`config.mk`:
```
export PLATFORM = sky130hd
export DESIGN_NAME = apc_regs
export DESIGN_NICKNAME = d
export VERILOG_FILES = /design/src/rtl/apc_pkg.sv /design/src/rtl/apc_regs.sv
export SDC_FILE = /design/constraint.sdc
export NUM_CORES = 1
export LEC_CHECK = 0
export ABC_CLOCK_PERIOD_IN_PS = 1200
export BUFFER_PORTS_ARGS = -buffer_cell sky130_fd_sc_hd__buf_2
export CORE_MARGIN = 4
export CORE_UTILIZATION = 30
export DETAILED_ROUTE_END_ITERATION = 12
export SYNTH_ARGS = -nofsm -noshare
export SYNTH_HDL_FRONTEND = slang
export SYNTH_SLANG_ARGS = --single-unit
```
`constraint.sdc`:
```
create_clock -name sys_clk -period 1.2 [get_ports sys_clk]
set_input_delay 0.12 -clock sys_clk [delete_from_list [all_inputs] [get_ports sys_clk]]
set_output_delay 0.12 -clock sys_clk [all_outputs]
set_load 0.01 [all_outputs]
```
`src/rtl/apc_pkg.sv`:
```
`default_nettype none
package apc_pkg;

  localparam int unsigned ADDR_W = 8;
  localparam int unsigned DATA_W = 8;

  // Register addresses on the special-function-register bus.
  localparam logic [7:0] ADDR_IRQ_EN_SECOND  = 8'h9a;
  localparam logic [7:0] ADDR_AMP_CTRL       = 8'h9b;
  localparam logic [7:0] ADDR_IRQ_EN_FIRST   = 8'ha8;
  localparam logic [7:0] ADDR_IRQ_REQ_SECOND = 8'hbf;
  localparam logic [7:0] ADDR_P1_ANALOG_CFG  = 8'hd6;
  localparam logic [7:0] ADDR_IRQ_STATUS     = 8'he0;
  localparam logic [7:0] ADDR_IRQ_MASK       = 8'he1;

  // Field positions.
  localparam int unsigned BIT_GLOBAL_IRQ_EN = 7;
  localparam int unsigned BIT_CMP_IRQ_EN    = 2;
  localparam int unsigned BIT_CMP_IRQ_FLAG  = 1;
  localparam int unsigned BIT_AMP_EN        = 0;
  localparam int unsigned P1CFG_LO          = 3;
  localparam int unsigned P1CFG_HI          = 5;
  localparam int unsigned P1CFG_W           = P1CFG_HI - P1CFG_LO + 1;

  // Shared port 1 pin indices for the amplifier.
  localparam int unsigned PIN_AMP_OUT = 3;
  localparam int unsigned PIN_AMP_POS = 4;
  localparam int unsigned PIN_AMP_NEG = 5;

  // ADC channel code that selects the amplifier output.
  localparam logic [3:0] ADC_CHANNEL_ELEVEN = 4'hb;

  // Event status bits for the status and mask registers.
  localparam int unsigned EVT_CMP_EDGE = 0;
  localparam int unsigned EVT_W        = 1;

  localparam logic [7:0] RESET_BYTE = 8'h00;

  // Pin-sharing outputs that travel together.
  typedef struct packed {
    logic [P1CFG_W-1:0] gpio_cut;
    logic               amp_enable;
    logic               adc_amp_selected;
  } apc_pinmux_s;

  typedef struct packed {
    logic               global_irq_enable;
    logic               comparator_irq_enable;
    logic               comparator_irq_flag;
    logic               amp_enable;
    logic [P1CFG_W-1:0] port1_analog_config;
    logic [EVT_W-1:0]   evt_status;
    logic [EVT_W-1:0]   evt_mask;
    logic [7:0]         rd_data;
    logic               cmp_irq_req;
    logic               irq;
    apc_pinmux_s        pinmux;
  } apc_state_s;

endpackage
`default_nettype wire

```
`src/rtl/apc_regs.sv`:
```
// Operation
// RQ1 - Global interrupt enable, bit 7 at 0xA8
// RQ2 - Comparator interrupt enable, bit 2 at 0x9A
// RQ3 - Comparator request flag, bit 1 at 0xBF
// RQ4 - Request only when flag and both enables
// RQ5 - Hardware sets flag on edge; software clears
// RQ6 - Amplifier enable bit 0 at 0x9B
// RQ7 - Enabled amplifier cuts GPIO paths of pins
// RQ8 - Output P1.3, positive P1.4, negative P1.5
// RQ9 - Amplifier output routed to ADC channel eleven
// RQ10 - Port 1 pure-analog bits 5..3 at 0xD6
// RQ11 - Other amplifier control bits read zero
// RQ12 - Software clears flag by read-modify-write
//
// Strobed register access was left to the implementer.
`default_nettype none
module apc_regs (
  // Clock and reset
  input  wire logic                          sys_clk,
  input  wire logic                          rst_n,
  input  wire logic                          clk_en,
  // Register port
  input  wire logic [apc_pkg::ADDR_W-1:0]    reg_addr,
  input  wire logic [apc_pkg::DATA_W-1:0]    reg_wdata,
  input  wire logic                          reg_wr,
  input  wire logic                          reg_rd,
  output logic      [apc_pkg::DATA_W-1:0]    reg_rdata,
  // Comparator event and ADC selection
  input  wire logic                          cmp_edge,
  input  wire logic [3:0]                    adc_channel_select,
  // Pin sharing and requests
  output apc_pkg::apc_pinmux_s               pinmux,
  output logic                               cmp_irq_req,
  output logic                               irq
);

  apc_pkg::apc_state_s st;
  apc_pkg::apc_state_s next_st;

  logic wr_en2, wr_amp, wr_en0, wr_req2, wr_p1, wr_mask;
  logic rd_req2, rd_status;

  always_comb begin
    wr_en2    = reg_wr && (reg_addr == apc_pkg::ADDR_IRQ_EN_SECOND);
    wr_amp    = reg_wr && (reg_addr == apc_pkg::ADDR_AMP_CTRL);
    wr_en0    = reg_wr && (reg_addr == apc_pkg::ADDR_IRQ_EN_FIRST);
    wr_req2   = reg_wr && (reg_addr == apc_pkg::ADDR_IRQ_REQ_SECOND);
    wr_p1     = reg_wr && (reg_addr == apc_pkg::ADDR_P1_ANALOG_CFG);
    wr_mask   = reg_wr && (reg_addr == apc_pkg::ADDR_IRQ_MASK);
    rd_req2   = reg_rd && (reg_addr == apc_pkg::ADDR_IRQ_REQ_SECOND);
    rd_status = reg_rd && (reg_addr == apc_pkg::ADDR_IRQ_STATUS);
  end

  always_comb begin
    next_st = st;
    if (wr_en0) begin
      next_st.global_irq_enable = reg_wdata[apc_pkg::BIT_GLOBAL_IRQ_EN]; // RQ1
    end
    if (wr_en2) begin
      next_st.comparator_irq_enable = reg_wdata[apc_pkg::BIT_CMP_IRQ_EN]; // RQ2
    end
    if (wr_amp) begin
      next_st.amp_enable = reg_wdata[apc_pkg::BIT_AMP_EN]; // RQ6
    end
    if (wr_p1) begin
      next_st.port1_analog_config = reg_wdata[apc_pkg::P1CFG_HI:apc_pkg::P1CFG_LO]; // RQ10
    end
    if (wr_mask) begin
      next_st.evt_mask = reg_wdata[apc_pkg::EVT_W-1:0];
    end
    // Software may only clear the flag; a same-cycle edge wins over the clear.
    if (wr_req2) begin
      next_st.comparator_irq_flag = st.comparator_irq_flag
                                    & reg_wdata[apc_pkg::BIT_CMP_IRQ_FLAG]; // RQ5
    end
    if (cmp_edge) begin
      next_st.comparator_irq_flag = 1'b1; // RQ5
    end
    // Status is read-to-clear, but a new event in the read cycle survives.
    if (rd_status) begin
      next_st.evt_status = '0;
    end
    if (cmp_edge) begin
      next_st.evt_status[apc_pkg::EVT_CMP_EDGE] = 1'b1;
    end

    next_st.rd_data = apc_pkg::RESET_BYTE;
    if (reg_rd) begin
      if (reg_addr == apc_pkg::ADDR_IRQ_EN_FIRST) begin
        next_st.rd_data[apc_pkg::BIT_GLOBAL_IRQ_EN] = st.global_irq_enable; // RQ1
      end else if (reg_addr == apc_pkg::ADDR_IRQ_EN_SECOND) begin
        next_st.rd_data[apc_pkg::BIT_CMP_IRQ_EN] = st.comparator_irq_enable; // RQ2
      end else if (rd_req2) begin
        next_st.rd_data[apc_pkg::BIT_CMP_IRQ_FLAG] = st.comparator_irq_flag; // RQ3
      end else if (reg_addr == apc_pkg::ADDR_AMP_CTRL) begin
        next_st.rd_data[apc_pkg::BIT_AMP_EN] = st.amp_enable; // RQ11
      end else if (reg_addr == apc_pkg::ADDR_P1_ANALOG_CFG) begin
        next_st.rd_data[apc_pkg::P1CFG_HI:apc_pkg::P1CFG_LO] = st.port1_analog_config; // RQ10
      end else if (rd_status) begin
        next_st.rd_data[apc_pkg::EVT_W-1:0] = st.evt_status;
      end else if (reg_addr == apc_pkg::ADDR_IRQ_MASK) begin
        next_st.rd_data[apc_pkg::EVT_W-1:0] = st.evt_mask;
      end
    end

    // Taken from the current registers, so the request lags a change by one cycle.
    next_st.cmp_irq_req = st.comparator_irq_flag && st.comparator_irq_enable
                          && st.global_irq_enable; // RQ4
    next_st.irq = |(next_st.evt_status & next_st.evt_mask);

    // The gpio cut covers P1.3..P1.5: amplifier use or pure-analog config.
    next_st.pinmux.amp_enable = next_st.amp_enable; // RQ7 RQ8
    next_st.pinmux.gpio_cut = next_st.port1_analog_config
                              | {apc_pkg::P1CFG_W{next_st.amp_enable}}; // RQ7 RQ10
    next_st.pinmux.adc_amp_selected = next_st.amp_enable
                              && (adc_channel_select == apc_pkg::ADC_CHANNEL_ELEVEN); // RQ9
  end

  always_ff @(posedge sys_clk) begin
    if (!rst_n) begin
      st <= '0;
    end else if (clk_en) begin
      st <= next_st;
    end
  end

  assign reg_rdata   = st.rd_data;
  assign pinmux      = st.pinmux;
  assign cmp_irq_req = st.cmp_irq_req;
  assign irq         = st.irq;

endmodule
`default_nettype wire

```
# Word level (Yosys, flattened, before mapping)
# Cells that the tools add are included.
# word_totals
ram_bits	0
latchBits	0
mem_bits_ro	0
in_bits	26
output_inout_bits	15
register_bits	22
mem_count	0
# classes
n_bitwise	3
magnitude_cmp	0
n_reduce_logical	15
shifts	0
n_eq_ne	8
mul	0
add_sub_neg	0
div	0
n_mux	23
# op_table
op	count
$eq A8 B8 Y1 const B	7
$mux W1	15
$mux W3	5
$mux W6	2
$logic_and A1 B1 Y1	11
$reduce_and A2 Y1	3
$eq A4 B4 Y1 const B	1
$or A3 B3 Y3	1
$and A1 B1 Y1	2
$mux W2	1
$reduce_bool A2 Y1	1

# Longest topological paths before layout
# Gate-level depths: netlist of the first run.
# depth
word_depth	9
depth_mapped	5
mapped_depth_nobuf	4

# Worst setup path before layout of the first run
# OpenSTA, ideal clock, no wires.
# synth_path
path_kind	input-to-reg
from	in reg_addr[6] in the netlist's numbering
to	reg st (netlist bit pinmux[0])
path_slack_ns	0.086
required_ns	1.133
cell_stages	5
arrival_time_ns	1.047
setup_ns	0.067
path_cell_list	and4bb_1 buf_4 nand4b_2 mux2_4 o21ai_2
# synth_between
elab_chain_len	4
# synth_lines
item	line_no	text
start: declaration	apc_regs.sv:23	input wire logic [apc_pkg::ADDR_W-1:0] reg_addr,
$eq A8 B8 Y1	apc_regs.sv:45	wr_amp = reg_wr && (reg_addr == apc_pkg::ADDR_AMP_CTRL);
$logic_and A1 B1 Y1	apc_regs.sv:45	
$mux W1	apc_regs.sv:62	if (wr_amp) begin
$logic_and A1 B1 Y1	apc_regs.sv:116	&& (adc_channel_select == apc_pkg::ADC_CHANNEL_ELEVEN);
end signal: assignment	apc_regs.sv:123	st <= next_st;
end: declaration	apc_regs.sv:37	apc_pkg::apc_state_s st;
# No other way between the ends.
# A chain may end at the register's enable or synchronous reset.

# Worst setup path in the final report of the first run
# layout_path
from	in reg_addr[0] in the netlist's numbering
to	reg st (netlist bit pinmux[3])
# layout_between
elab_chain_len	4
# layout_lines
item	line_no	text
$eq A8 B8 Y1 (on tied branches)	apc_regs.sv:48, apc_regs.sv:45	
$logic_and A1 B1 Y1 (on tied branches)	apc_regs.sv:48, apc_regs.sv:45	
$mux W3 / $mux W1 (equally long branches)	apc_regs.sv:65, apc_regs.sv:62	
$or A3 B3 Y3 *	apc_regs.sv:114	| {apc_pkg::P1CFG_W{next_st.amp_enable}};
# Every way passes the cells marked *; elsewhere a longest branch is shown, timed or not.

==> impl_results.md, run 1 <==
- Highest cell delay on the worst timing path: around 0.33 ns
- Cell Pwr Density: about 970 mW/mm^2
- Leading cell types in the layout, fill and taps excluded: sky130_fd_sc_hd__buf_2 (38), sky130_fd_sc_hd__dfxtp_1 (22), sky130_fd_sc_hd__buf_4 (14)
- Aggregate global-route resource usage: approximately an eighth
- Root Driver: sky130_fd_sc_hd__clkbuf_8
- Min-Delay Path Class: in2reg
- Worst path cell trace: buf_2 > and4bb_2 > and3_1 > nor2_1 > o31ai_2
- Clock buffer count from CTS: 3
- Via count of the first global-routing pass: around 1,100
- Via density: 5.05
- Outcome: completed
- # diodes: 0
- Type of destination of the critical path: register
- Routed wirelength normalized by instance count: 13.3 um
- Synthesized instance count: between 100 and 150
- Core ar.: 0.00400 mm^2
- Most common cell after layout, fill and taps aside: sky130_fd_sc_hd__buf_2
- Ratio of cells with drive above 1 in the final layout: between 30% and 40%
- Max Slew Vio Count: 0
- Global-route wire length before repair: 4.96 mm
- Final hold violations: 0
- Total Nets Final: 208
- Floorplan die width: 72.4 um
- Achievable clock frequency: 1020 MHz
- Distinct cells, synth: 38
- Post-synthesis sequential area ratio: 35.4%
- Leading area contributor after synthesis: sky130_fd_sc_hd__dfxtp_1
- Synthesis Warnings: 0
- Share of power burned in combinational logic: between 10% and 20%
- Vias: roughly 1,200
- Count of input and output buffers: 38
- Post-synthesis sequential element count: 22
- Setup Viol. Count Final: 0
- Max-capacitance violation count: 0
- Synthesized Nets: 172
- CTS Hold Buffers Added: 0
- Count of unresolved DRC violations after routing: 0
- Worst clock skew on the final layout: between 0.004 and 0.005 ns
- Cell family with most CP delay: simple AND/OR/NAND/NOR gates
- Worst-path cell with the longest stage delay: sky130_fd_sc_hd__and4bb_2
- Clock latency reported for the late side of the worst-skew pair: 0.26 ns
- Total instance count after detailed placement: 227
- Share of the synthesized area in the top cell type: 35.4%
- Internal power contribution: 0.00112 W
- Max FO, Critical Path: 6
- Number of nets still failing antenna checks after routing: 0
- Crit share post-route: 81.7%
- Initial antenna violation count: 0
- Fin cells: approximately 230
- NetSw: 0.000354 W
- Area overhead of the layout relative to synthesis: 22.3%
- Bufs on Longest Clock Path: 2
- Initial core utilization: 31.1%
- Arrival time at the worst endpoint: 1.17 ns
- Total standard cell area after synthesis: 0.00124 mm^2
- Half-perimeter wire length of the detailed placement result: 2.46 mm
- GPL Wtd Cong: 0.776
- Post-cts gate resize count: 0
- Top-Level Pins: 41
- Clock tree from TritonCTS: yes
- Clk network pwr share: 36.7%
- Most area-consuming cells after synthesis: sky130_fd_sc_hd__dfxtp_1 (35%), sky130_fd_sc_hd__buf_4 (8.5%), sky130_fd_sc_hd__mux2i_1 (6.4%), sky130_fd_sc_hd__nand3_1 (4.0%), sky130_fd_sc_hd__nand2_1 (3.9%)
- Static leakage power: 0.691 nW
- Pre-antenna DRT Iters: 4
- Switching share of power: 24.1%
- Avg Cell Area, Syn: 8.52 um^2
- Setup repair after global routing missed its margin: no
- Area enclosed by the die boundary: 0.00524 mm^2
- # Post-CTS Setup Buffers: 0
- Number of buffer and inverter instances along the worst setup path: 1
- Die outline height: a little over 70 um
- Drt initial violations: 83
- Number of cell rows: 23
- Worst endpoint required time: 1.39 ns
- Global route overflow: 0
- Total detailed-routing wirelength: 3.07 mm
- Class of the most critical setup path: in2reg
- Total number of clock tree sinks: 22
- IR drop worst, VDD: 0.000619 V
- # H-tree levels: 1
- Final critical-path required period: 0.981 ns
- Pin count of the biggest net entering global routing: 13
- Post-route total power: 0.00147 W
- Category of the worst setup path launch point: primary input
- Sequential Power Share: 50.6%
- Clock transition time at the flip-flop clock pins of the worst setup and hold paths: 0.08 ns
-- layout make-up --
class / instances / area, um^2
fillers: 424 / 2480
multi-input cells: 101 / 661
flip-flops and latches: 22 / 440
repair buffers: 52 / 295
well taps: 50 / 62.6
clock buffers: 4 / 55.1
inverters: 2 / 7.51
-- power groups by stage --
| stage | clock network, W | logic, W | registers, W |
|---|---|---|---|
| final | 0.000540 | 0.000186 | 0.000744 |
| after global routing | 0.000576 | 0.000206 | 0.000746 |
| after CTS | 0.000558 | 0.000185 | 0.000744 |
| after detailed placement | 0 | 0.000185 | 0.000762 |
| after global placement | 0 | 0.000185 | 0.000762 |
| after floorplan | 0 | 0.0000935 | 0.000760 |
-- through the flow --
stage          hold slack [ns]  utilization, %  TNS [ns]  worst slack (ns)  cell area (um^2)
2_1_floorplan            0.264               -         0            0.0857              1240
3_3_place_gp             0.357            36.7    -0.202           -0.0390              1470
3_5_place_dp             0.362            36.7    -0.364           -0.0707              1470
4_1_cts                 0.0839            38.0         0             0.224              1520
5_1_grt                  0.117            38.0         0             0.132              1520
6_report                0.0865            38.0         0             0.219              1520
-- worst min-delay path: cells and delay by family --
kind | cells | cell delay (ns)
buffers and inverters | 1 | 0.07
AND/OR/NAND/NOR | 1 | 0.07
multiplexers | 1 | 0.05
-- worst paths after layout --
path	startpoint	to	slack, ns	cells after the start
worst max-delay path	reg_addr[0]	pinmux[3]	0.22	5
worst min-delay path	reg_wdata[2]	st[22]	0.09	3
worst max register to register	pinmux[1]	pinmux[0]	0.24	3
worst min register to register	pinmux[0]	pinmux[0]	0.45	2
-- sequential cells by signal (all words and copies together) (netlist names) --
| signal | flops |
|---|---|
| cmp_irq_req | 1 |
| st | 8 |
| reg_rdata | 7 |
| pinmux | 5 |
| irq | 1 |
-- cell usage after synthesis, drive strengths merged --
master	count
nor3b	1
mux2	1
nand2b	3
o41ai	1
nand2	13
o221ai	3
and3	5
nor3	3
nand4b	3
a21oi	9
and4bb	3
o21ai	4
o2bb2ai	1
o31ai	4
and4b	1
dfxtp	22
nor2b	2
nand4	7
nor2	11
buf	18
and2	3
and4	1
conb	1
clkbuf	3
nor4b	1
nand3	10
o22ai	1
inv	2
mux2i	8
a31oi	1
-- cells by family after synthesis --
logic type	count (synthesis)	synth area share, %
muxes	9	7.65
AOI/OAI and AO/OA	24	13.7
buffers and inverters	23	11.5
and+or+nand+nor	67	31.5
other	1	0.302
DFF	22	35.4
-- metal layers --
layer / vias to the layer above / share of wire (%) / global-route usage (%)
li1: 583 / - / -
met1: 541 / 46 / 15.1
met2: 39 / 47 / 20.6
met3: 4 / 6.1 / 2.91
met4: 0 / 1.0 / 2.46
met5: - / 0 / 0
No activity file was read; power rests on OpenSTA's default activity.
==> run 2, diff against run 1 <==
ABC_CLOCK_PERIOD_IN_PS = 800   (was 1200)
clock period = 0.8 ns   (was 1.2 ns; I/O delays follow)
==> run 2 against run 1 <==
Compared with the run above:
- the flow now finishes with violations (negative setup slack)
- sequential share of layout area fell by 5.5 points
- via count rose by 6.9%
- cell count rose by 7.8%
- largest power group unchanged
- setup slack got worse by 0.34 ns
==> impl_results.md, run 2 (synthesis results as in run 1) <==
- CTS Hold Buffers Added: 0 (unchanged)
- Total Nets Final: 226 (+8.7%)
- Area enclosed by the die boundary: 0.00524 mm^2 (unchanged)
- Post-route total power: 0.00234 W (+59%)
- Global route overflow: 0 (unchanged)
- Worst endpoint required time: 1.00 ns (-0.39 ns)
- Pin count of the biggest net entering global routing: 21 (+8)
- Cell family with most CP delay: simple AND/OR/NAND/NOR gates
- Max FO, Critical Path: 4 (-2)
- Final core utilization: 49.5% (+11 points)
- Max-capacitance violation count: 0 (unchanged)
- Global-route wire length before repair: 5.29 mm (+6.7%)
- Die outline height: 72.4 um (unchanged)
- Floorplan die width: 72.4 um (unchanged)
- Half-perimeter wire length of the detailed placement result: 2.65 mm (+7.8%)
- Drt initial violations: 49 (-41%)
- Routed wirelength normalized by instance count: 14.2 um (+6.8%)
- Arrival time at the worst endpoint: 1.12 ns (-0.05 ns)
- Clock latency reported for the late side of the worst-skew pair: 0.26 ns (about the same)
- Outcome: finished with violations
- Initial antenna violation count: 0 (unchanged)
- Count of unresolved DRC violations after routing: 0 (unchanged)
- Setup Viol. Count Final: 18 (+18)
- Minimum setup slack in the final design: -0.124 ns (-0.344 ns)
- Count of input and output buffers: 38 (unchanged)
- Filler instances: 373 (-12%)
- Area overhead of the layout relative to synthesis: 59.1%
- Static leakage power: 0.846 nW (+22%)
- Vias: 1,247 (+6.9%)
- Clock tree from TritonCTS: yes
- Max Slew Vio Count: 0 (unchanged)
- # diodes: 0 (unchanged)
- Setup repair after global routing missed its margin: yes
- Top-Level Pins: 41 (unchanged)
- Largest Register: st
- Final hold violations: 0 (unchanged)
- Ratio of cells with drive above 1 in the final layout: 62.8% (+27 points)
- Area of all placed cells without fillers: 0.00198 mm^2 (+30%)
- Type of destination of the critical path: register
- Total detailed-routing wirelength: 3.53 mm (+15%)
- Min-Delay Path Class: in2reg
- Core ar.: 0.00400 mm^2 (unchanged)
- Root Driver: sky130_fd_sc_hd__clkbuf_8
- Total number of clock tree sinks: 22 (unchanged)
- Number of nets still failing antenna checks after routing: 0 (unchanged)
- Number of buffer and inverter instances along the worst setup path: 1 (unchanged)
- Final critical-path required period: 0.924 ns
- Via count of the first global-routing pass: 1,192 (+5.6%)
- Clock buffer count from CTS: 3 (unchanged)
- Most common cell after layout, fill and taps aside: sky130_fd_sc_hd__buf_4
- IR drop worst, VDD: 0.000650 V (+5.0%)
- Worst clock skew on the final layout: 0.000747 ns (-0.00325 ns)
- Via density: 5.01 (-0.87%)
- Class of the most critical setup path: in2reg
- Crit share post-route: 116%
- Highest cell delay on the worst timing path: 0.35 ns (+0.02 ns)
- Pre-antenna DRT Iters: 4 (unchanged)
- Bufs on Longest Clock Path: 2 (unchanged)
- Category of the worst setup path launch point: primary input
- Clock transition time at the flip-flop clock pins of the worst setup and hold paths: 0.08 ns (about the same)
- Worst path cell trace: buf_6 > and4bb_2 > nand4b_4 > mux2_4 > o21ai_2
- Achievable clock frequency: 1080 MHz
- GPL Wtd Cong: 0.752 (-3.2%)
- Max FFs per register: 8 (unchanged)
- Leading cell types in the layout, fill and taps excluded: sky130_fd_sc_hd__buf_4 (26), sky130_fd_sc_hd__buf_6 (23), sky130_fd_sc_hd__dfxtp_2 (18), sky130_fd_sc_hd__buf_2 (18), sky130_fd_sc_hd__nand2_1 (13)
- # H-tree levels: 1 (unchanged)
- Initial core utilization: 31.1% (unchanged)
- Aggregate global-route resource usage: 12.6% (+0.64 points)
- Cell Pwr Density: 1180 mW/mm^2 (+22%)
- Area after DPL: 0.00160 mm^2 (+9.4%)
- Worst-path cell with the longest stage delay: sky130_fd_sc_hd__and4bb_2
- Number of cell rows: 23 (unchanged)
- Failing checks: negative setup slack
## run 2: cell count changes in the layout (fill, tap and decap cells not counted), sizes merged
cell / delta
buf: +18
## run 2: worst register-to-register path, cell delays in order, from the launching register on
cell	delay, ns
sky130_fd_sc_hd__dfxtp_2	0.35
sky130_fd_sc_hd__nand3_2	0.06
sky130_fd_sc_hd__mux2_4	0.30
sky130_fd_sc_hd__o21ai_2	0.13
## run 2: per-stage QoR
stage | instances | worst slack [ns] | setup TNS, ns | hold WS, ns
after floorplan | 146 | -0.245 | -2.44 | 0.224
after global placement | 240 | -0.388 | -6.96 | 0.318
after detailed placement | 240 | -0.415 | -7.46 | 0.320
after CTS | 245 | -0.105 | -1.02 | 0.0610
after global routing | 249 | -0.142 | -1.84 | 0.0756
final | 249 | -0.124 | -0.980 | 0.0603
## run 2: metal layers
layer,share of wire [%],vias to the layer above,track usage [%]
met3,5.7,2,2.22
met5,0,-,0
met2,51,38,22.2
met4,0.45,0,3.07
li1,-,626,-
met1,43,581,15.8
## run 2: path summary, 6_finish.rpt
path	from	end	slack [ns]	cells past startpoint
min	reg_wdata[7]	st[23]	0.06	3
min reg2reg	pinmux[0]	pinmux[0]	0.47	2
max	reg_addr[6]	pinmux[0]	-0.12	5
max reg2reg	pinmux[1]	pinmux[0]	-0.11	3
## run 2: final cells by class
type | instances | area (um^2) | area share, %
tap | 50 | 62.6 | 3.16
multi-input combinational | 101 | 796 | 40.2
clock buffer | 4 | 55.1 | 2.78
inverter | 2 | 7.51 | 0.380
sequential | 22 | 463 | 23.4
timing repair buffer | 70 | 594 | 30.0
## run 2: report_power, final
part           internal, W  leakage, nW  switching [W]
Clock             0.000438       0.0288       0.000357
Sequential         0.00111        0.187      0.0000133
Combinational     0.000226        0.631       0.000192
## run 2: timing repair
action                     4_1_cts  5_1_grt
setup buffers                    1        4
pin swaps                        9       22
setup endpoints to repair       32       34
resized for setup               34       40
==> run 3, diff against run 2 <==
CORE_MARGIN = 2   (was 4)
CORE_UTILIZATION = 35   (was 30)
==> run 3 against run 2 <==
Compared with the run above:
- the flow still finishes with violations (negative setup slack)
- worst hold slack worse by 0.043 ns
- power fell by 9.4%
- clock skew up 0.0038 ns
- non-clock buffer count down 5
- critical endpoint is now pinmux[1]
- design area shrank 3.2%
- core utilization up 7.5 points
- critical path depth shrank 3
==> impl_results.md, run 3 (synthesis results as in run 1) <==
- Area of all placed cells without fillers: 0.00192 mm^2 (-3.2%)
- Dominant cell type by count on the critical path: sky130_fd_sc_hd__buf_6
- Max-capacitance violation count: 0 (unchanged)
- Global-route wire length before repair: 5.46 mm (+3.3%)
- Via count of the first global-routing pass: 1,212 (+1.7%)
- Floorplan die width: 63.6 um (-12%)
- Total Nets Final: 221 (-2.2%)
- Top-Level Pins: 41 (unchanged)
- Area enclosed by the die boundary: 0.00405 mm^2 (-23%)
- Crit share post-route: 118% (+2.7 points)
- Min-Delay Path Class: in2reg
- Die outline height: 63.6 um (-12%)
- Failing checks: negative setup slack
- Final critical-path required period: 0.946 ns (+0.0215 ns)
- Worst path cell trace: buf_6 > buf_6
- # diodes: 0 (unchanged)
- Final hold violations: 0 (unchanged)
- Setup repair after global routing missed its margin: yes
- Outcome: finished with violations
- Ratio of cells with drive above 1 in the final layout: 60.8% (-2.0 points)
- Category of the worst setup path launch point: register
- Count of input and output buffers: 38 (unchanged)
- Highest cell delay on the worst timing path: 0.35 ns (about the same)
- FF-to-FF path depth: 3 (unchanged)
- Type of destination of the critical path: primary output
- Pre-antenna DRT Iters: 4 (unchanged)
- Minimum setup slack in the final design: -0.146 ns (-0.0215 ns)
- Class of the most critical setup path: reg2out
- Cell Pwr Density: 1100 mW/mm^2 (-6.4%)
- Aggregate global-route resource usage: 17.2% (+4.7 points)
- Arrival time at the worst endpoint: 0.87 ns (-0.25 ns)
- Max FFs per register: 8 (unchanged)
- IR drop worst, VDD: 0.000645 V (-0.74%)
- Bufs on Longest Clock Path: 2 (unchanged)
- Worst clock skew on the final layout: 0.00458 ns (+0.00383 ns)
- Max FO, Critical Path: 3 (-1)
- Final core utilization: 57.0% (+7.5 points)
- Half-perimeter wire length of the detailed placement result: 2.60 mm (-2.1%)
- Drt initial violations: 57 (+16%)
- Global route overflow: 0 (unchanged)
- Area after DPL: 0.00158 mm^2 (-1.4%)
- NetSw: 0.000522 W (-7.2%)
- Most common cell after layout, fill and taps aside: sky130_fd_sc_hd__buf_4
- Sequential Power Share: 53.0% (+5.0 points)
- Largest Register: st
- Initial antenna violation count: 0 (unchanged)
- Leading cell types in the layout, fill and taps excluded: sky130_fd_sc_hd__buf_4 (22), sky130_fd_sc_hd__dfxtp_2 (21), sky130_fd_sc_hd__buf_6 (21)
- Number of cell rows: 21 (-8.7%)
- Worst-path cell with the longest stage delay: sky130_fd_sc_hd__dfxtp_2
- # H-tree levels: 1 (unchanged)
- Via density: 5.16 (+3.1%)
- Clock buffer count from CTS: 3 (unchanged)
- Clock transition time at the flip-flop clock pins of the worst setup and hold paths: 0.12 ns (+0.04 ns)
- Root Driver: sky130_fd_sc_hd__clkbuf_4
- Area overhead of the layout relative to synthesis: 54.0%
- Internal power contribution: 0.00159 W (-10%)
- Total number of clock tree sinks: 22 (unchanged)
- Max Slew Vio Count: 0 (unchanged)
- Static leakage power: 0.813 nW (-3.9%)
- GPL Wtd Cong: 0.797 (+6.0%)
- Post-route total power: 0.00212 W (-9.4%)
- Cell family with most CP delay: flip-flops
- Total detailed-routing wirelength: 3.33 mm (-5.6%)
- Switching share of power: 24.7% (+0.59 points)
- Setup Viol. Count Final: 22 (+4)
- Number of nets still failing antenna checks after routing: 0 (unchanged)
- Achievable clock frequency: 1060 MHz (-2.3%)
- Worst endpoint required time: 0.72 ns (-0.28 ns)
- Vias: 1,239 (-0.64%)
- Number of stages on the worst setup path: 2 (-3)
- Core ar.: 0.00336 mm^2 (-16%)
- Initial core utilization: 37.0% (+5.9 points)
- Number of buffer and inverter instances along the worst setup path: 2 (+1)
- Clock latency reported for the late side of the worst-skew pair: 0.30 ns (+0.04 ns)
- Count of unresolved DRC violations after routing: 0 (unchanged)
- Worst hold path depth: 3 (unchanged)
- Clock tree from TritonCTS: yes
- Routed wirelength normalized by instance count: 13.9 um (-2.1%)
- Pin count of the biggest net entering global routing: 14 (-33%)
- Share of power burned in combinational logic: 18.9% (+1.0 points)
- Clk network pwr share: 28.0% (-6.1 points)
## run 3: cell types whose count changed in the layout (fill, tap and decap cells not counted), moves of 3 or more
cell,change
sky130_fd_sc_hd__clkbuf_8,-3
sky130_fd_sc_hd__dfxtp_1,-3
sky130_fd_sc_hd__o221ai_1,-3
sky130_fd_sc_hd__buf_4,-4
sky130_fd_sc_hd__dfxtp_2,+3
sky130_fd_sc_hd__o221ai_2,+3
sky130_fd_sc_hd__clkbuf_4,+3
## run 3: tightest hold or removal path, cell delays in order
cell	delay, ns
sky130_fd_sc_hd__buf_2	0.08
sky130_fd_sc_hd__mux2i_1	0.06
sky130_fd_sc_hd__nor2_1	0.07
## run 3: metal layers
metal  up-vias  part of all wire, %  track usage, %
li1        610                    -               -
met1       588                   43            21.0
met2        39                   51            30.1
met3         2                  5.3            3.21
met4         0                 0.57            5.98
met5         -                    0               0
## run 3: cell type report
class                           count  area, um^2
Inverter                            2        7.51
Sequential cell                    22         467
Tap cell                           46        57.6
Fill cell                         331        1450
Clock buffer                        4        36.3
Timing Repair Buffer               65         557
Multi-Input combinational cell    101         791
## run 3: final timing paths
kind | startpoint | endpoint | slack [ns]
worst min-delay path | reg_wdata[7] | st[23] | 0.02
worst min register to register | reg_rdata[3] | reg_rdata[3] | 0.48
worst max-delay path | pinmux[1] | pinmux[1] | -0.15
worst max register to register | pinmux[1] | pinmux[0] | -0.13
## run 3: timing repair
action                                  4_1_cts  5_1_grt
hold buffers                                  1        0
hold endpoints to repair                      1        0
endpoints found under the setup margin       30       32
pin swaps                                     7        9
setup buffers                                 1        2
gates resized for setup                      51       19
## run 3: per-stage QoR
step | hold slack [ns] | std cells | setup WS [ns] | setup TNS, ns
2_1_floorplan | 0.224 | 146 | -0.245 | -2.44
3_3_place_gp | 0.315 | 232 | -0.403 | -6.78
3_5_place_dp | 0.319 | 232 | -0.435 | -7.54
4_1_cts | 0.0114 | 238 | -0.157 | -1.36
5_1_grt | 0.0282 | 240 | -0.182 | -2.13
6_report | 0.0169 | 240 | -0.146 | -1.26
## run 3: power groups by stage
stage	sequential (W)	combinational (W)	clock, W
2_1_floorplan	0.00114	0.000149	0
3_3_place_gp	0.00114	0.000320	0
3_5_place_dp	0.00114	0.000330	0
4_1_cts	0.00112	0.000370	0.000616
5_1_grt	0.00112	0.000431	0.000665
6_report	0.00112	0.000400	0.000594
